## config.mk

```make
export PLATFORM = sky130hd
export DESIGN_NAME = cfhs_seq
export DESIGN_NICKNAME = d
export VERILOG_FILES = /design/src/shared/cfhs_pkg.sv /design/src/design/cfhs_blank.sv /design/src/design/cfhs_seq.sv
export VERILOG_INCLUDE_DIRS = /design/src /design/src/shared
export SDC_FILE = /design/constraint.sdc
export NUM_CORES = 1
export LEC_CHECK = 0
export ABC_AREA = 1
export BUFFER_PORTS_ARGS = -buffer_cell sky130_fd_sc_hd__buf_2
export CAP_MARGIN = 20
export CORE_AREA = 3 3 91 93
export CTS_CLUSTER_DIAMETER = 200
export DETAILED_ROUTE_END_ITERATION = 6
export DIE_AREA = 0 0 94 96
export GPL_ROUTABILITY_DRIVEN = 0
export PLACE_DENSITY_LB_ADDON = 0.3
export SETUP_SLACK_MARGIN = 0.05
export SYNTH_ARGS = -nofsm -noshare
export SYNTH_HDL_FRONTEND = slang
export SYNTH_SLANG_ARGS = --single-unit
```

## constraint.sdc

```tcl
create_clock -name clk_sys -period 2.1 [get_ports clk_sys]
set_clock_uncertainty 0.05 [all_clocks]
set_input_delay 0.42 -clock clk_sys [delete_from_list [all_inputs] [get_ports clk_sys]]
set_output_delay 0.42 -clock clk_sys [all_outputs]
set_load 0.01 [all_outputs]
```

## src/shared/cfhs_params.svh

```systemverilog
`ifndef CFHS_PARAMS_SVH
`define CFHS_PARAMS_SVH
// Timing figures, each in its own unit
`define CFHS_CLK_MHZ        100
`define CFHS_ONESHOT_US     50
`define CFHS_RESTART_MS     295
`define CFHS_BLANK_NS       100
// Cycle counts derived from the clock rate
`define CFHS_ONESHOT_CYC    (`CFHS_ONESHOT_US * `CFHS_CLK_MHZ)
`define CFHS_RESTART_CYC    (`CFHS_RESTART_MS * 1000 * `CFHS_CLK_MHZ)
`define CFHS_BLANK_CYC      ((`CFHS_BLANK_NS * `CFHS_CLK_MHZ + 999) / 1000)
`endif

```

## src/shared/cfhs_pkg.sv

```systemverilog
package cfhs_pkg;
  typedef enum logic [2:0] {
    CFHS_FAULT   = 3'h0,
    CFHS_SOFT    = 3'h1,
    CFHS_RUN     = 3'h2,
    CFHS_OC_DIS  = 3'h3,
    CFHS_LOWPWR  = 3'h4
  } cfhs_state_e;
endpackage : cfhs_pkg

```

## src/design/cfhs_blank.sv

```systemverilog
`timescale 1ns/1ns
`include "cfhs_params.svh"
// Leading edge blanking of both current comparators
module cfhs_blank #(
  parameter int BLANK_CYC = `CFHS_BLANK_CYC
) (
  input  wire logic clk_sys,
  input  wire logic arst_n,
  input  wire logic gate_edge,
  input  wire logic pwm_cmp,
  input  wire logic oc_cmp,
  output logic      pwm_cmp_q,
  output logic      oc_cmp_q
);
  localparam int CW = $clog2(BLANK_CYC + 1);
  initial begin
    if (BLANK_CYC < 1) $error("BLANK_CYC must be at least 1");
  end
  logic [CW-1:0] cnt;
  logic          edge_d;
  logic          blanking;
  assign blanking = (cnt != '0);
  always_ff @(posedge clk_sys or negedge arst_n) begin
    if (!arst_n) begin
      cnt    <= '0;
      edge_d <= 1'b0;
    end else begin
      edge_d <= gate_edge;
      if (gate_edge && !edge_d) begin
        cnt <= CW'(BLANK_CYC); // RULE14
      end else if (blanking) begin
        cnt <= cnt - 1'b1;
      end
    end
  end
  always_ff @(posedge clk_sys or negedge arst_n) begin
    if (!arst_n) begin
      pwm_cmp_q <= 1'b0;
      oc_cmp_q  <= 1'b0;
    end else begin
      pwm_cmp_q <= pwm_cmp && !blanking && !(gate_edge && !edge_d); // RULE15
      oc_cmp_q  <= oc_cmp && !blanking && !(gate_edge && !edge_d);  // RULE15
    end
  end
  AST_BLANK_MASK: assert property (@(posedge clk_sys) disable iff (!arst_n) // RULE14
    (gate_edge && !edge_d) |=> !oc_cmp_q && !pwm_cmp_q)
    else $error("comparator passed at pulse start");
endmodule : cfhs_blank

```

## src/design/cfhs_seq.sv

```systemverilog
`timescale 1ns/1ns
`include "cfhs_params.svh"
// Summary of operation
// [RULE1] Input overvoltage shuts down, low power about 295ms, then recovery.
// [RULE2] After the delay, soft-start if fault gone, else another full delay.
// [RULE3] Undervoltage shuts down without low power and without restart delay.
// [RULE4] Fault is reference low, overvoltage high or undervoltage low.
// [RULE5] During fault gate is off and soft-start is fast discharged.
// [RULE6] Soft-start begins only when fault is clear and ramp is reset low.
// [RULE7] Overcurrent shutdown armed only after soft-start completes.
// [RULE8] During soft-start overcurrent only ends the current gate pulse.
// [RULE9] Armed overcurrent turns charge off and 40uA discharge on.
// [RULE10] Overcurrent retriggers a one-shot lasting 50us past its end.
// [RULE11] Overcurrent discharge does not end while the one-shot runs.
// [RULE12] Ramp reaching 4.375V in discharge: output off, full discharge, low power.
// [RULE13] One-shot expiry before 4.375V restores charging without shutdown.
// [RULE14] Current sense ignored for first 100ns after gate leading edge.
// [RULE15] Blanking masks both pulse-width and overcurrent comparators.
// [RULE16] One-shot, restart delay and blanking counted from one clock.
module cfhs_seq
  import cfhs_pkg::*;
#(
  parameter int ONESHOT_CYC = `CFHS_ONESHOT_CYC,
  parameter int RESTART_CYC = `CFHS_RESTART_CYC,
  parameter int BLANK_CYC   = `CFHS_BLANK_CYC
) (
  input  wire logic clk_sys,
  input  wire logic arst_n,
  input  wire logic ref_low,
  input  wire logic input_over_limit_flag,
  input  wire logic input_under_limit_flag,
  input  wire logic overcurrent_cmp,
  input  wire logic pwm_cmp,
  input  wire logic gate_edge,
  input  wire logic ss_reset_low,
  input  wire logic ss_done,
  input  wire logic ss_below_trip,
  output logic      gate_enable,
  output logic      pulse_end,
  output logic      ss_charge,
  output logic      ss_slow_discharge,
  output logic      ss_fast_discharge,
  output logic      low_power,
  output logic      fault_flag,
  output cfhs_pkg::cfhs_state_e state_out
);
  import cfhs_pkg::*;
  localparam int OW = $clog2(ONESHOT_CYC + 1);
  localparam int RW = $clog2(RESTART_CYC + 1);
  initial begin
    if (ONESHOT_CYC < 1 || RESTART_CYC < 1) $error("timer counts must be at least 1");
  end

  // ****************************************
  // Input synchronisers
  // ****************************************
  logic [7:0] s1;
  logic [7:0] s2;
  always_ff @(posedge clk_sys or negedge arst_n) begin
    if (!arst_n) begin
      s1 <= 8'h00;
      s2 <= 8'h00;
    end else begin
      s1 <= {ss_below_trip, ss_done, ss_reset_low, gate_edge, pwm_cmp, overcurrent_cmp,
             input_under_limit_flag, input_over_limit_flag};
      s2 <= s1;
    end
  end
  logic over_s;
  logic under_s;
  logic ref_s1;
  logic ref_s2;
  logic ss_rst;
  logic ss_dn;
  logic ss_trip;
  logic fault;
  assign over_s  = s2[0];
  assign under_s = s2[1];
  assign ss_rst  = s2[5];
  assign ss_dn   = s2[6];
  assign ss_trip = s2[7];
  always_ff @(posedge clk_sys or negedge arst_n) begin
    if (!arst_n) begin
      ref_s1 <= 1'b1;
      ref_s2 <= 1'b1;
    end else begin
      ref_s1 <= ref_low;
      ref_s2 <= ref_s1;
    end
  end
  assign fault = ref_s2 || over_s || under_s; // RULE4

  // ****************************************
  // Leading edge blanking
  // ****************************************
  logic pwm_b;
  logic oc_b;
  cfhs_blank #(.BLANK_CYC(BLANK_CYC)) u_blank (
    .clk_sys   (clk_sys),
    .arst_n    (arst_n),
    .gate_edge (s2[4]),
    .pwm_cmp   (s2[3]),
    .oc_cmp    (s2[2]),
    .pwm_cmp_q (pwm_b),
    .oc_cmp_q  (oc_b)
  ); // RULE16

  // ****************************************
  // Retriggerable one-shot
  // ****************************************
  logic [OW-1:0] os_cnt;
  logic          os_active;
  assign os_active = oc_b || (os_cnt != '0);
  cfhs_state_e state;
  cfhs_state_e next_state;
  always_ff @(posedge clk_sys or negedge arst_n) begin
    if (!arst_n) begin
      os_cnt <= '0;
    end else if (state != CFHS_RUN && state != CFHS_OC_DIS) begin
      os_cnt <= '0;
    end else if (oc_b) begin
      os_cnt <= OW'(ONESHOT_CYC); // RULE10
    end else if (os_cnt != '0) begin
      os_cnt <= os_cnt - 1'b1;
    end
  end

  // ****************************************
  // Restart delay
  // ****************************************
  logic [RW-1:0] rs_cnt;
  logic          rs_load;
  logic          rs_done;
  assign rs_done = (rs_cnt == RW'(1));
  always_ff @(posedge clk_sys or negedge arst_n) begin
    if (!arst_n) begin
      rs_cnt <= '0;
    end else if (rs_load) begin
      rs_cnt <= RW'(RESTART_CYC); // RULE16
    end else if (rs_cnt != '0) begin
      rs_cnt <= rs_cnt - 1'b1;
    end
  end

  // ****************************************
  // Sequencer
  // ****************************************
  // Overvoltage takes priority: a combined fault still gets the delay
  always_comb begin
    next_state = state;
    rs_load    = 1'b0;
    unique case (state)
      CFHS_FAULT: begin
        if (over_s) begin
          next_state = CFHS_LOWPWR; // RULE1
          rs_load    = 1'b1;
        end else if (!fault && ss_rst) begin
          next_state = CFHS_SOFT; // RULE3 RULE6
        end
      end
      CFHS_SOFT: begin
        if (fault) next_state = CFHS_FAULT; // RULE5
        else if (ss_dn) next_state = CFHS_RUN; // RULE7
      end
      CFHS_RUN: begin
        if (fault) next_state = CFHS_FAULT;
        else if (oc_b) next_state = CFHS_OC_DIS; // RULE9
      end
      CFHS_OC_DIS: begin
        if (fault) begin
          next_state = CFHS_FAULT;
        end else if (ss_trip) begin
          next_state = CFHS_LOWPWR; // RULE12
          rs_load    = 1'b1;
        end else if (!os_active) begin
          next_state = CFHS_RUN; // RULE11 RULE13
        end
      end
      CFHS_LOWPWR: begin
        if (rs_done) begin
          if (fault) begin
            rs_load = 1'b1; // RULE2
          end else begin
            next_state = CFHS_FAULT; // RULE2
          end
        end
      end
      default: next_state = CFHS_FAULT;
    endcase
  end
  always_ff @(posedge clk_sys or negedge arst_n) begin
    if (!arst_n) state <= CFHS_FAULT;
    else state <= next_state;
  end

  // ****************************************
  // Registered outputs
  // ****************************************
  always_ff @(posedge clk_sys or negedge arst_n) begin
    if (!arst_n) begin
      gate_enable       <= 1'b0;
      pulse_end         <= 1'b0;
      ss_charge         <= 1'b0;
      ss_slow_discharge <= 1'b0;
      ss_fast_discharge <= 1'b1;
      low_power         <= 1'b0;
      fault_flag        <= 1'b0;
      state_out         <= CFHS_FAULT;
    end else begin
      gate_enable       <= (next_state == CFHS_SOFT || next_state == CFHS_RUN ||
                            next_state == CFHS_OC_DIS); // RULE5
      pulse_end         <= pwm_b || oc_b; // RULE8
      ss_charge         <= (next_state == CFHS_SOFT || next_state == CFHS_RUN);
      ss_slow_discharge <= (next_state == CFHS_OC_DIS); // RULE9
      ss_fast_discharge <= (next_state == CFHS_FAULT || next_state == CFHS_LOWPWR);
      low_power         <= (next_state == CFHS_LOWPWR); // RULE1
      fault_flag        <= fault; // RULE4
      state_out         <= next_state;
    end
  end

  // ****************************************
  // Assertions
  // ****************************************
  AST_FAULT_GATE: assert property (@(posedge clk_sys) disable iff (!arst_n) // RULE5
    fault |=> !gate_enable && ss_fast_discharge)
    else $error("gate on during fault");
  // The reference stage resets to fault but the flag resets clear: skip the release edge
  AST_FAULT_FLAG: assert property (@(posedge clk_sys) disable iff (!arst_n) // RULE4
    $past(arst_n) |-> fault_flag == $past(fault))
    else $error("fault flag wrong");
  AST_SOFT_NO_OC: assert property (@(posedge clk_sys) disable iff (!arst_n) // RULE7
    (state == CFHS_SOFT && !fault) |=> state != CFHS_OC_DIS && state != CFHS_LOWPWR)
    else $error("overcurrent shutdown during soft-start");
  AST_OC_SWAP: assert property (@(posedge clk_sys) disable iff (!arst_n) // RULE9
    (state == CFHS_RUN && oc_b && !fault) |=> ss_slow_discharge && !ss_charge)
    else $error("discharge not enabled on overcurrent");
  AST_OS_HOLD: assert property (@(posedge clk_sys) disable iff (!arst_n) // RULE11
    (state == CFHS_OC_DIS && os_active && !fault && !ss_trip) |=> state == CFHS_OC_DIS)
    else $error("discharge ended while one-shot active");
  AST_OS_LEN: assert property (@(posedge clk_sys) disable iff (!arst_n) // RULE10
    (state == CFHS_RUN && oc_b) |=> os_cnt == OW'(ONESHOT_CYC))
    else $error("one-shot not retriggered");
  AST_TRIP_LP: assert property (@(posedge clk_sys) disable iff (!arst_n) // RULE12
    (state == CFHS_OC_DIS && ss_trip && !fault) |=> low_power && !gate_enable)
    else $error("no hiccup on trip");
  AST_RECOVER: assert property (@(posedge clk_sys) disable iff (!arst_n) // RULE13
    (state == CFHS_OC_DIS && !os_active && !ss_trip && !fault) |=> ss_charge)
    else $error("charging not restored");
  AST_OVER_LP: assert property (@(posedge clk_sys) disable iff (!arst_n) // RULE1
    (state == CFHS_FAULT && over_s) |=> low_power)
    else $error("overvoltage did not enter low power");
  AST_UNDER_NOLP: assert property (@(posedge clk_sys) disable iff (!arst_n) // RULE3
    (state == CFHS_FAULT && under_s && !over_s) |=> !low_power)
    else $error("undervoltage entered low power");
  AST_LP_REPEAT: assert property (@(posedge clk_sys) disable iff (!arst_n) // RULE2
    (state == CFHS_LOWPWR && rs_done && fault) |=>
      state == CFHS_LOWPWR && rs_cnt == RW'(RESTART_CYC))
    else $error("restart delay not repeated");
  AST_START: assert property (@(posedge clk_sys) disable iff (!arst_n) // RULE6
    (state == CFHS_SOFT && $past(state) != CFHS_SOFT) |-> !$past(fault) && $past(ss_rst))
    else $error("soft-start began with fault or ramp high");
  COV_OC_TRIP: cover property (@(posedge clk_sys) state == CFHS_OC_DIS ##1 state == CFHS_LOWPWR);
  COV_OC_RECOV: cover property (@(posedge clk_sys) state == CFHS_OC_DIS ##1 state == CFHS_RUN);
  COV_OVER_RETRY: cover property (@(posedge clk_sys) state == CFHS_LOWPWR && rs_done && fault);
  COV_RUN: cover property (@(posedge clk_sys) state == CFHS_SOFT ##1 state == CFHS_RUN);
endmodule : cfhs_seq

```

==> Word-level counts from Yosys, hierarchy flattened <==
Index checks and enable logic that the tools add are counted.
{ "totals": {"reg_bits": 73, "input_bits": 11, "output_inout_bits": 10, "wordCells": 83} }
{ "op_classes": {"add_sub_neg": 3, "eq_ne": 11, "muxes": 25, "reduce_logical": 26} }
{ "ops": {"columns": ["op", "n"], "rows": [
  ["25-bit two-way mux", 2],
  ["13-bit two-way mux", 3],
  ["3-bit two-way mux", 11],
  ["25-bit by 1-bit equality test with 1-bit output (second input constant)", 1],
  ["25-bit nonzero test", 1],
  ["25-bit by 1-bit subtractor with 25-bit output (second input constant)", 1],
  ["3-bit one-hot mux with 5 select lines", 1],
  ["13-bit nonzero test", 1],
  ["13-bit by 1-bit subtractor with 13-bit output (second input constant)", 1],
  ["3-bit by 2-bit equality test with 1-bit output (second input constant)", 4],
  ["4-bit two-way mux", 2],
  ["1-bit logical AND", 7],
  ["1-bit logical OR", 7],
  ["3-bit by 1-bit equality test with 1-bit output (second input constant)", 2],
  ["3-bit equality test (second input constant)", 2],
  ["3-bit logical NOT", 2],
  ["3-bit by 2-bit inequality test with 1-bit output (second input constant)", 2],
  ["1-bit two-way mux", 5],
  ["1-bit logical NOT", 4],
  ["2-bit nonzero test", 2],
  ["4-bit nonzero test", 1],
  ["4-bit by 1-bit subtractor with 4-bit output (second input constant)", 1],
  ["1-bit one-hot mux with 3 select lines", 1],
  ["3-bit nonzero test", 1]
]} }

==> Depth between registers and ports, before layout <==
Gate-level depths: netlist of run 1.
{ "depth": {"word_depth": 10, "depth_mapped": 11, "ltp_nobuf": 10} }

==> Cells and area by module <==
From an unflattened synthesis of run 1, not the netlist that was laid out.
{ "unflattened": {"cells_unflattened": 474, "area_unflattened_um2": 3784.9} }
{ "modules_own_cells": {"columns": ["mod", "n_inst", "cells_per_inst", "area_each_um2", "seq_area_each_um2"], "rows": [
  ["cfhs_seq", 1, 434, 3439.5, 1655.3],
  ["cfhs_blank", 1, 40, 345.3, 175.2]
]} }

==> Least setup slack after synthesis of run 1 <==
OpenSTA, ideal clock, no wires.
{ "synth_path": {"kind": "reg-to-reg", "from": "register rs_cnt[0]", "to": "register rs_cnt[4]", "setup_ps": 120, "t_arrival_ps": 1349, "t_required_ps": 1930, "setup_slack_ps": 581, "stages_incl_launch_ff": 10, "n_path_buf": 0, "synth_period_minus_slack_ps": 1519, "path_cell_list": "dfrtp_1 inv_1 ha_1 nand2_1 inv_1 nand3_2 nor2_4 inv_1 a21oi_1 nor2_2"} }
{ "synth_via": {"elab_chain_len": 4, "elab_cells_between_ends": 8, "classes_between": "add/sub: 1; eq/ne: 1; mux: 4; reduce/logical: 2"} }
{ "synth_rtl": {"columns": ["element", "line", "text"], "rows": [
  ["start: declaration", "cfhs_seq.sv:131", "logic [RW-1:0] rs_cnt;"],
  ["start signal: assignment", "cfhs_seq.sv:139", "rs_cnt <= RW'(RESTART_CYC);"],
  ["start signal: assignment", "cfhs_seq.sv:141", "rs_cnt <= rs_cnt - 1'b1;"],
  ["branches (longest 4 deep; another with 25-bit by 1-bit subtractor with 25-bit output)", null, null]
]} }
Several ways; the timed one is not identified. The select of a mux whose other input is x is not followed.
A chain may end at the register's enable or synchronous reset.

==> Worst setup path in the final report of run 1 <==
{ "layout_path": {"from": "register rs_cnt[0]", "to": "register rs_cnt[12]"} }
Same word-level chain as after synthesis.

==> results.txt, run 1 <==
----------------------------------------------------
[Run status]
  Run status ... complete, no violations

[Routing]
  Detailed Routing Iterations Pass 1 ... 4
  Routed metal-1 wirelength ... 3340 µm
  Met3 Wirelength ... 176 µm
  DRT antenna net count ... 0
  Top routing layer in use ... met4
  Post-route DRC violation count ... 0
  Met2 Wirelength ... 3290 µm
  Average wire length per cell after detail routing ... 11.6 µm
  Via count ... 2875
  Total routed wirelength ... 6910 µm
  DR iter-0 viols ... 124
  Via/cell ratio ... 4.84

[Final layout]
  Number of nets in the layout ... 505
  Post-Layout Cell Count ... 594
  Number of diodes ... 0
  Final core utilization ... 0.553
  Ratio of cells with drive above 1 in the final layout ... 0.201
  Post-route cell area ... 4210 µm²
  Area growth from synthesis to layout ... 11.6%

[Synthesis]
  Share of synthesized registers carrying an async set or reset ... 1.00
  Seq/Total Area, Yosys ... 0.486
  Predominant post-synthesis flop cell ... dfrtp_1
  Post-synthesis instance total ... 456
  Number of flops mapped to enable cells by yosys ... 0
  Number of distinct library cell variants in the gate-level netlist after synthesis ... 32
  Synth Cell Area ... 3770 µm²
  Leading post-synthesis cells by cell area ... dfrtp_1 (46%), nand2_1 (8.6%), inv_1 (7.7%)
  Post-synthesis sequential element count ... 73
  Area share of the leading cell type in the synthesized netlist ... 0.465
  Library cell with the highest instance count after synthesis ... nand2_1
  Largest area contributor in the synthesized netlist ... dfrtp_1
  Synth Area per Inst ... 8.26 µm²
  Top cells by instance count after synthesis ... nand2_1 (86), inv_1 (77), dfrtp_1 (70), nor2_1 (69), nand3_1 (30)
  Synth warn ... 0
  Number of nets in the synthesized netlist ... 474

[Setup path]
  Worst-path maximum fanout ... 7
  Crit path launch type ... register
  Crit end category ... register
  Critical path arrival ... 1970 ps
  FF-to-FF path depth ... 9
  Flop2flop setup slack ... 330 ps
  Critical path capture point ... rs_cnt[12]$_DFFE_PN0P_
  Data required time of the worst path ... 2300 ps
  Worst r2r src ... rs_cnt[0]$_DFFE_PN0P_
  Endpoint of the worst-slack reg-to-reg timing path ... rs_cnt[12]$_DFFE_PN0P_
  Launch point of the critical path ... rs_cnt[0]$_DFFE_PN0P_
  Category of the critical setup timing path ... reg2reg

[GRT]
  Grt total ovfl ... 0
  Wire length of the first global-routing pass ... 12200 µm
  Via count of the first global-routing pass ... 2826
  Largest net degree at the start of global routing ... 74
  Global-route usage over all layers ... 0.170
  Number of antenna violations at the first check in global routing ... 0

[Timing]
  Final setup vio count ... 0
  Minimum clock period ... 1770 ps
  Accumulated negative setup slack ... 0 ps
  Final setup margin ... 334 ps
  Final number of max-transition violations ... 0
  Transition time of the tightest slew-check pin ... 408 ps
  Worst-case hold slack ... 16.8 ps
  RSZ-0062 raised after global routing ... false
  Slew headroom ... 0.726
  Number of endpoints with negative hold slack in the final report ... 0
  Fmax achieved ... 0.566 GHz
  Share of the cycle needed by the critical path after routing ... 0.841

[Clock tree]
  Number of setup buffers added after CTS ... 0
  Post-CTS Hold Fix Bufs ... 0
  Buffer depth of the longest clock path ... 2
  Clock root buffer master ... clkbuf_8
  Clock transition at the registers of the reported paths ... 90 ps
  CTS Buf Count ... 9
  Worst skew pair latency ... 350 ps
  Number of sinks driven by the clock tree ... 73
  Number of levels in the clock H-tree ... 3
  Count of instances resized after the clock tree is built ... 0
  Clock tree from TritonCTS ... built

[Place]
  IO buf count ... 20
  Dpl cells ... 578
  Standard cell area after detailed placement ... 4000 µm²
  Placement Setup Slack ... 341 ps
  Detailed placer's ending HPWL ... 5100 µm

[Pwr]
  Total Power ... 3.62 mW
  VDD IR max ... 0.724 mV
  PwrDens ... 860 nW/µm²
  P_leak ... 2.27 nW

[Die]
  Vertical die dimension ... 96 µm
  Core Box Area ... 7610 µm²
  Num ports ... 21
  DIE AREA ... 9020 µm²
  Starting density of the core ... 0.495
  Number of standard-cell rows in the floorplan ... 32
  Horizontal extent of the die ... 94 µm

[Hold path]
  Hold Path Class ... in2async

[Flow run]
  Number of max-cap violations ... 0

----------------------------------------------------
-- critical path, cell delays in order (launching register included) --
cell,delay (ps)
dfrtp_1,420
inv_1,170
ha_1,290
nand2_1,120
inv_1,200
nand2_1,110
xor2_1,140
inv_1,60
nand3_2,60
inv_1,40
-- cell type report --
type                            instances  area [µm²]
Fill cell                             699        3400
Sequential cell                        73        1830
Multi-Input combinational cell        294        1590
Inverter                               87         327
Timing Repair Buffer                   22         128
Tap cell                              102         128
Clock buffer                            9         124
Clock inverter                          7        83.8
-- cell usage in the layout (no fill, tap or decap), types with 2 or more instances in the layout --
master,n
o21ai_2,4
nand3_1,30
nand2_1,86
nand2_4,2
dfrtp_1,70
inv_1,77
clkbuf_8,9
dfstp_2,3
buf_2,20
o211ai_1,2
nand2_2,9
inv_2,10
nand4_1,8
nor2_1,69
xor2_1,13
a31o_2,2
nor3_1,5
nand3_2,13
nor2_2,10
inv_6,3
nor2_4,6
ha_1,7
a31oi_1,2
a21oi_1,8
o21ai_0,10
-- worst min-delay path by stage --
| stage | start | to | slack [ps] | cells after the start |
|---|---|---|---|---|
| 6_report | arst_n | rs_cnt[12]$_DFFE_PN0P_ | 20 | 2 |
| 5_1_grt | arst_n | rs_cnt[12]$_DFFE_PN0P_ | 60 | 2 |
| 4_1_cts | arst_n | rs_cnt[12]$_DFFE_PN0P_ | 40 | 2 |
| 3_5_place_dp | s1[4]$_DFF_PN0_ | s2[4]$_DFF_PN0_ | 280 | 0 |
| 3_3_place_gp | s1[4]$_DFF_PN0_ | s2[4]$_DFF_PN0_ | 280 | 0 |
| 2_1_floorplan | arst_n | fault_flag$_DFF_PN0_ | 70 | 0 |
-- routing by layer --
metal  global-route usage  up-vias
met2                0.273       41
li1                     -     1468
met3               0.0446        9
met5                    0        -
met4               0.0602        0
met1                0.222     1357
-- kinds of logic (layout without fill, tap and decap cells) --
family,after synthesis,after routing,synth area share
adders and majority gates,7,7,0.0232
DFF,73,73,0.486
buffers and inverters,89,125,0.0936
xor gates and xnor gates,14,14,0.0325
AOI/OAI and AO/OA,33,33,0.0571
and+or+nand+nor,240,240,0.308
-- power breakdown --
| group | internal (mW) | switching, mW | total [mW] |
|---|---|---|---|
| registers | 1.59 | 0.182 | 1.78 |
| clock network | 0.571 | 0.578 | 1.15 |
| logic | 0.268 | 0.425 | 0.694 |
-- state kept, by name, indices dropped and copies added, names as in the netlist --
name,cells
ref_s1,1
s2,8
ss_slow_discharge,1
ss_charge,1
low_power,1
rs_cnt,25
ss_fast_discharge,1
s1,8
ref_s2,1
pulse_end,1
os_cnt,13
u_blank.edge_d,1
u_blank.pwm_cmp_q,1
gate_enable,1
state_out,3
u_blank.cnt,4
u_blank.oc_cmp_q,1
fault_flag,1
Power figures use the tool's default switching activity.
==> run 2, diff against run 1 <==
==> constraint.sdc (replaced) <==
create_clock -name clk_sys -period 1.5 [get_ports clk_sys]
set_clock_uncertainty 0.05 [all_clocks]
set_input_delay 0.3 -clock clk_sys [delete_from_list [all_inputs] [get_ports clk_sys]]
set_output_delay 0.3 -clock clk_sys [all_outputs]
set_load 0.01 [all_outputs]
==> run 2 against run 1 <==
  * First-iteration DRC count rose by 130%
  * Sequential power increased by 38%
  * Critical path type unchanged
  * Clock power increased by 46%
  * The run now ends with setup timing left
  * Non-clock buffer count up 100
  * Flip-flop and latch count is the same
  * Largest power group unchanged
  * Critical endpoint is now rs_cnt[0]$_DFFE_PN0P_
  * Register-to-register slack worse by 540 ps
  * Combinational power increased by 140%
  * Power up 60%
  * Routed wire length grew 59%
  * Worst setup slack got worse by 540 ps
==> results.txt, run 2 (same netlist as run 1, synthesis figures left out) <==
----------------------------------------------------
[Setup path]
  Endpoint of the worst-slack reg-to-reg timing path ... rs_cnt[0]$_DFFE_PN0P_ (was rs_cnt[12]$_DFFE_PN0P_)
  Category of the critical setup timing path ... reg2reg (unchanged)
  Flop2flop setup slack ... -200 ps (was 330 ps)
  Data required time of the worst path ... 1690 ps (was 2300 ps)
  Critical path arrival ... 1890 ps (was 1970 ps)
  Max stage delay cell, worst path ... dfrtp_1 (unchanged)
  Crit path launch type ... register (unchanged)
  Launch point of the critical path ... rs_cnt[15]$_DFFE_PN0P_ (was rs_cnt[0]$_DFFE_PN0P_)
  Crit end category ... register (unchanged)
  Critical Path Max Stage Delay ... 410 ps (was 420 ps)
  FF-to-FF path depth ... 9 (unchanged)
  Cell family contributing the most delay on the critical path ... simple AND/OR/NAND/NOR gates (was buffers and inverters)
  Ordered cell list for the critical path ... nor2_2 > nand2_2 > nor2_4 > nand2_2 > buf_6 > nor2_4 > buf_6 > xor2_1 > nor2_1 (was inv_1 > ha_1 > nand2_1 > inv_1 > nand2_1 > xor2_1 > inv_1 > nand3_2 > inv_1)
  Buffering stage count on the worst path with inverters included ... 2 (was 4)
  Worst r2r src ... rs_cnt[15]$_DFFE_PN0P_ (was rs_cnt[0]$_DFFE_PN0P_)
  Worst-path maximum fanout ... 4 (was 7)

[Place]
  IO buf count ... 20 (unchanged)
  Dpl cells ... 644 (was 578)
  Standard cell area after detailed placement ... 4490 µm² (was 4000 µm²)
  Placement Setup Slack ... -160 ps (was 341 ps)
  Detailed placer's ending HPWL ... 6060 µm (was 5100 µm)

[Timing]
  Minimum clock period ... 1700 ps (was 1770 ps)
  Slew headroom ... 0.734 (was 0.726)
  Worst-case hold slack ... 24.0 ps (was 16.8 ps)
  Final number of max-transition violations ... 0 (unchanged)
  Final setup margin ... -202 ps (was 334 ps)
  Final setup vio count ... 34 (was 0)
  Transition time of the tightest slew-check pin ... 400 ps (was 408 ps)
  Fmax achieved ... 0.587 GHz (was 0.566 GHz)
  Number of endpoints with negative hold slack in the final report ... 0 (unchanged)
  RSZ-0062 raised after global routing ... true (was false)
  Share of the cycle needed by the critical path after routing ... 1.13 (was 0.841)

[Routing]
  DRT antenna net count ... 0 (unchanged)
  Via/cell ratio ... 5.20 (was 4.84)
  DR iter-0 viols ... 287 (was 124)
  Post-route DRC violation count ... 0 (unchanged)
  Total routed wirelength ... 11000 µm (was 6910 µm)
  Via count ... 3623 (was 2875)
  Detailed Routing Iterations Pass 1 ... 5 (was 4)
  Average wire length per cell after detail routing ... 15.8 µm (was 11.6 µm)

[Die]
  DIE AREA ... 9020 µm² (unchanged)
  Num ports ... 21 (unchanged)
  Starting density of the core ... 0.495 (unchanged)
  Vertical die dimension ... 96 µm (unchanged)
  Core Box Area ... 7610 µm² (unchanged)
  Horizontal extent of the die ... 94 µm (unchanged)
  Number of standard-cell rows in the floorplan ... 32 (unchanged)

[Clock tree]
  Number of sinks driven by the clock tree ... 73 (unchanged)
  Number of levels in the clock H-tree ... 3 (unchanged)
  Clock root buffer master ... clkbuf_8 (unchanged)
  Buffer depth of the longest clock path ... 2 (unchanged)
  CTS Buf Count ... 9 (unchanged)
  Clock transition at the registers of the reported paths ... 90 ps (about the same)
  Clock tree from TritonCTS ... built (unchanged)
  Worst skew pair latency ... 350 ps (about the same)

[Run status]
  Run status ... complete, but fails checks (was complete, no violations)
  Violated checks ... setup timing

[Final layout]
  Number of diodes ... 0 (unchanged)
  Fillers ... 465 (was 699)
  Most common cell after layout, fill and taps aside ... buf_4 (was nand2_1)
  Register ranked first by flip-flop count ... rs_cnt (unchanged)
  Area growth from synthesis to layout ... 48.1% (was 11.6%)
  Flip-flop count of the largest register, all copies and words added ... 25 (unchanged)
  Number of nets in the layout ... 608 (was 505)
  Ratio of cells with drive above 1 in the final layout ... 0.472 (was 0.201)
  Registers with the most flip-flops ... rs_cnt: 25 flops, os_cnt: 13 flops (unchanged)
  Post-route cell area ... 5580 µm² (was 4210 µm²)
  Commonest non-fill, non-tap cells in the layout ... buf_4 (75), dfrtp_1 (66), inv_1 (64) (was nand2_1 (86), inv_1 (77), dfrtp_1 (70))
  Post-Layout Cell Count ... 697 (was 594)
  Final core utilization ... 0.734 (was 0.553)

[GRT]
  Largest net degree at the start of global routing ... 74 (unchanged)
  Grt total ovfl ... 0 (unchanged)
  Wire length of the first global-routing pass ... 15600 µm (was 12200 µm)
  Number of antenna violations at the first check in global routing ... 0 (unchanged)
  Global-route usage over all layers ... 0.221 (was 0.170)
  Via count of the first global-routing pass ... 3402 (was 2826)

[Hold path]
  End of the worst hold path ... s1[2]$_DFF_PN0_
  Worst Hold Launch ... overcurrent_cmp
  Hold Path Class ... in2reg (was in2async)
  Hold-critical path depth ... 1

[Pwr]
  Power spent charging and discharging nets ... 1.96 mW (was 1.19 mW)
  VDD IR max ... 0.749 mV (was 0.724 mV)
  PwrDens ... 1040 nW/µm² (was 860 nW/µm²)
  Cell-internal power ... 3.82 mW (was 2.43 mW)
  Share of power burned in the clock network ... 0.290 (was 0.318)
  Combinational cell fraction of total power ... 0.287 (was 0.192)
  P_leak ... 2.93 nW (was 2.27 nW)
  Sequential cell fraction of total power ... 0.423 (was 0.491)
  Switching power as a share of total power ... 0.340 (was 0.328)

[Flow run]
  Number of max-cap violations ... 0 (unchanged)

----------------------------------------------------
## run 2: through the flow
step                total power, mW  TNS, ps
finish                         5.79    -3430
global placement               3.79    -2030
floorplan                      3.21        0
detailed placement             3.84    -3170
CTS                            5.72     -777
global route                   6.10    -6160
## run 2: how the worst max path moves through the flow
stage	cells past startpoint	endpoint	slack, ps
5_1_grt	9	rs_cnt[0]$_DFFE_PN0P_	-260
3_5_place_dp	10	rs_cnt[8]$_DFFE_PN0P_	-160
4_1_cts	9	rs_cnt[0]$_DFFE_PN0P_	-90
3_3_place_gp	6	rs_cnt[22]$_DFFE_PN0P_	-130
2_1_floorplan	11	rs_cnt[4]$_DFFE_PN0P_	6
6_report	9	rs_cnt[0]$_DFFE_PN0P_	-200
## run 2: cell type report
class                           instances  area, µm²  share of cell area
Sequential cell                        73       1840               0.329
Inverter                               87        337              0.0603
Clock buffer                            9        124              0.0222
Multi-Input combinational cell        297       2080               0.373
Clock inverter                          7       85.1              0.0152
Timing Repair Buffer                  122        988               0.177
Tap cell                              102        128              0.0229
## run 2: power groups by stage
stage	registers [mW]	logic, mW	clock network, mW
2_1_floorplan	2.44	0.768	0
3_3_place_gp	2.43	1.36	0
3_5_place_dp	2.44	1.40	0
4_1_cts	2.44	1.61	1.68
5_1_grt	2.48	1.83	1.78
6_report	2.45	1.66	1.68
## run 2: routing by layer
layer  wire (µm)  share of wire  global-route usage  up-vias
met5           0              0                   0        -
met4         459          0.042              0.0903        0
met3         566          0.052              0.0414       43
met2        5730           0.52               0.381      135
met1        4220           0.38               0.275     1753
li1            -              -                   -     1692
## run 2: timing repair
item	4_1_cts	5_1_grt
hold buffers	6	3
setup endpoints to repair	42	47
endpoints found under the hold margin	75	3
setup buffers	17	10
cloned	3	0
pin swaps	36	38
gates resized for setup	74	77
==> run 3, diff against run 2 <==
==> constraint.sdc (replaced) <==
create_clock -name clk_sys -period 1.5 [get_ports clk_sys]
set_clock_uncertainty 0.05 [all_clocks]
set_input_delay 0.3 -clock clk_sys [delete_from_list [all_inputs] [get_ports clk_sys]]
set_output_delay 0.3 -clock clk_sys [all_outputs]
set_load 0.05 [all_outputs]
==> run 3 against run 2 <==
  * The flow still finishes with violations (setup timing)
  * Combinational power rose by 7%
  * Die area did not move
  * Register-to-register slack improved by 50 ps
  * Critical path depth fell by 1
  * Non-clock buffer count rose by 8
  * Fmax rose by 3.2%
  * Sequential share of layout area fell by 0.88 points
  * Cell count rose by 1.1%
  * Global-route usage fell by 0.097 points
  * Largest cell class unchanged
==> results.txt, run 3 (same netlist as run 1, synthesis figures left out) <==
----------------------------------------------------
[GRT]
  Largest net degree at the start of global routing ... 74 (unchanged)
  Grt total ovfl ... 0 (unchanged)
  Wire length of the first global-routing pass ... 15500 µm (was 15600 µm)
  Global-route usage over all layers ... 0.220 (was 0.221)
  Number of antenna violations at the first check in global routing ... 0 (unchanged)
  Via count of the first global-routing pass ... 3409 (was 3402)

[Timing]
  Final number of max-transition violations ... 0 (unchanged)
  Accumulated negative setup slack ... -3920 ps (was -3430 ps)
  Number of endpoints with negative hold slack in the final report ... 0 (unchanged)
  Transition time of the tightest slew-check pin ... 397 ps (was 400 ps)
  Final setup vio count ... 44 (was 34)
  Fmax achieved ... 0.606 GHz (was 0.587 GHz)
  Share of the cycle needed by the critical path after routing ... 1.10 (was 1.13)
  RSZ-0062 raised after global routing ... true (unchanged)
  Worst-case hold slack ... 293 ps (was 24.0 ps)
  Minimum clock period ... 1650 ps (was 1700 ps)
  Final setup margin ... -150 ps (was -202 ps)
  Slew headroom ... 0.736 (was 0.734)

[Routing]
  Via/cell ratio ... 5.23 (was 5.20)
  Detailed Routing Iterations Pass 1 ... 4 (was 5)
  Via count ... 3687 (was 3623)
  Average wire length per cell after detail routing ... 16.1 µm (was 15.8 µm)
  Total routed wirelength ... 11300 µm (was 11000 µm)
  Post-route DRC violation count ... 0 (unchanged)
  DRT antenna net count ... 0 (unchanged)
  DR iter-0 viols ... 242 (was 287)

[Hold path]
  Hold-critical path depth ... 0 (was 1)
  Hold Path Class ... reg2reg (was in2reg)

[Run status]
  Violated checks ... setup timing (unchanged)
  Run status ... complete, but fails checks (unchanged)

[Final layout]
  Flip-flop count of the largest register, all copies and words added ... 25 (unchanged)
  Area growth from synthesis to layout ... 52.1% (was 48.1%)
  Register ranked first by flip-flop count ... rs_cnt (unchanged)
  Sequential cell area in the final layout ... 1840 µm² (unchanged)
  Ratio of cells with drive above 1 in the final layout ... 0.509 (was 0.472)
  Registers with the most flip-flops ... rs_cnt: 25 flops, os_cnt: 13 flops (unchanged)
  Number of nets in the layout ... 616 (was 608)
  Fillers ... 446 (was 465)
  Multi-input gate area in the final layout ... 2150 µm² (was 2080 µm²)
  Number of diodes ... 0 (unchanged)
  Most common cell after layout, fill and taps aside ... buf_4 (unchanged)
  Commonest non-fill, non-tap cells in the layout ... buf_4 (79), dfrtp_1 (66), inv_1 (61) (was buf_4 (75), dfrtp_1 (66), inv_1 (64))
  Final core utilization ... 0.754 (was 0.734)

[Setup path]
  Worst-path maximum fanout ... 3 (was 4)
  Data required time of the worst path ... 1710 ps (was 1690 ps)
  Crit end category ... register (unchanged)
  Critical path arrival ... 1860 ps (was 1890 ps)
  Crit path launch type ... register (unchanged)
  FF-to-FF path depth ... 8 (was 9)
  Category of the critical setup timing path ... reg2reg (unchanged)

[Die]
  Num ports ... 21 (unchanged)
  Vertical die dimension ... 96 µm (unchanged)
  Starting density of the core ... 0.495 (unchanged)
  Number of standard-cell rows in the floorplan ... 32 (unchanged)
  DIE AREA ... 9020 µm² (unchanged)
  Horizontal extent of the die ... 94 µm (unchanged)
  Core Box Area ... 7610 µm² (unchanged)

[Clock tree]
  Number of levels in the clock H-tree ... 3 (unchanged)
  Number of sinks driven by the clock tree ... 73 (unchanged)
  Clock transition at the registers of the reported paths ... 100 ps (was 90 ps)
  Buffer depth of the longest clock path ... 2 (unchanged)
  CTS Buf Count ... 9 (unchanged)
  Clock tree from TritonCTS ... built (unchanged)
  Clock root buffer master ... clkbuf_8 (unchanged)
  Worst skew pair latency ... 370 ps (was 350 ps)

[Place]
  IO buf count ... 20 (unchanged)
  Detailed placer's ending HPWL ... 6060 µm (about the same)

[Pwr]
  PwrDens ... 1020 nW/µm² (was 1040 nW/µm²)
  P_leak ... 2.97 nW (was 2.93 nW)
  VDD IR max ... 0.759 mV (was 0.749 mV)

[Flow run]
  Number of max-cap violations ... 0 (unchanged)

----------------------------------------------------
[run 3: worst paths after layout]
kind / start / endpoint / slack, ps
max: os_cnt[4]$_DFFE_PN0P_ / gate_enable$_DFF_PN0_ / -150
min: s1[6]$_DFF_PN0_ / s2[6]$_DFF_PN0_ / 290
max reg2reg: os_cnt[4]$_DFFE_PN0P_ / gate_enable$_DFF_PN0_ / -150
min reg2reg: s1[6]$_DFF_PN0_ / s2[6]$_DFF_PN0_ / 290
max in group asynchronous: arst_n / ref_s2$_DFF_PN1_ / 590
min in group asynchronous: arst_n / os_cnt[4]$_DFFE_PN0P_ / 450
[run 3: metrics by stage]
step	power [mW]	worst slack, ps	std cells	cell area [µm²]
after global placement	3.83	-170	651	4560
after detailed placement	3.89	-180	651	4560
final	5.88	-150	705	5730
after global routing	6.21	-229	705	5730
after CTS	5.61	-63.4	691	5230
after floorplan	3.23	-71.9	456	3780
[run 3: what timing repair did]
action	4_1_cts	5_1_grt
resized for setup	69	113
cloned	3	0
hold buffers	10	0
pin swaps	24	50
setup endpoints to repair	43	48
buffers inserted	11	15
hold endpoints to repair	79	0
[run 3: area by class of cell]
type	count	area share
Multi-Input combinational cell	297	0.375
Clock inverter	7	0.0146
Sequential cell	73	0.320
Inverter	87	0.0591
Timing Repair Buffer	130	0.187
Clock buffer	9	0.0216
Tap cell	102	0.0223
[run 3: metal layers]
metal  wire, µm  global-route usage  vias up  share of wire
li1           -                   -     1709              -
met1       4510               0.281     1784           0.40
met2       5760               0.374      149           0.51
met3        644              0.0539       45          0.057
met4        429              0.0626        0          0.038
met5          0                   0        -              0
[run 3: report_power, final]
part / internal, mW / total, mW / switching (mW)
logic: 0.831 / 1.77 / 0.943
registers: 2.23 / 2.45 / 0.218
clock network: 0.800 / 1.65 / 0.852
total: 3.86 / 5.88 / 2.01
[run 3: worst max-delay path, stage by stage, from the launching register on]
cell,delay (ps)
dfrtp_1,410
nor2_2,190
nand3_1,190
nor2_2,180
nand2_2,120
nand2_2,110
nand3_4,110
nand2_4,110
nand2_4,60
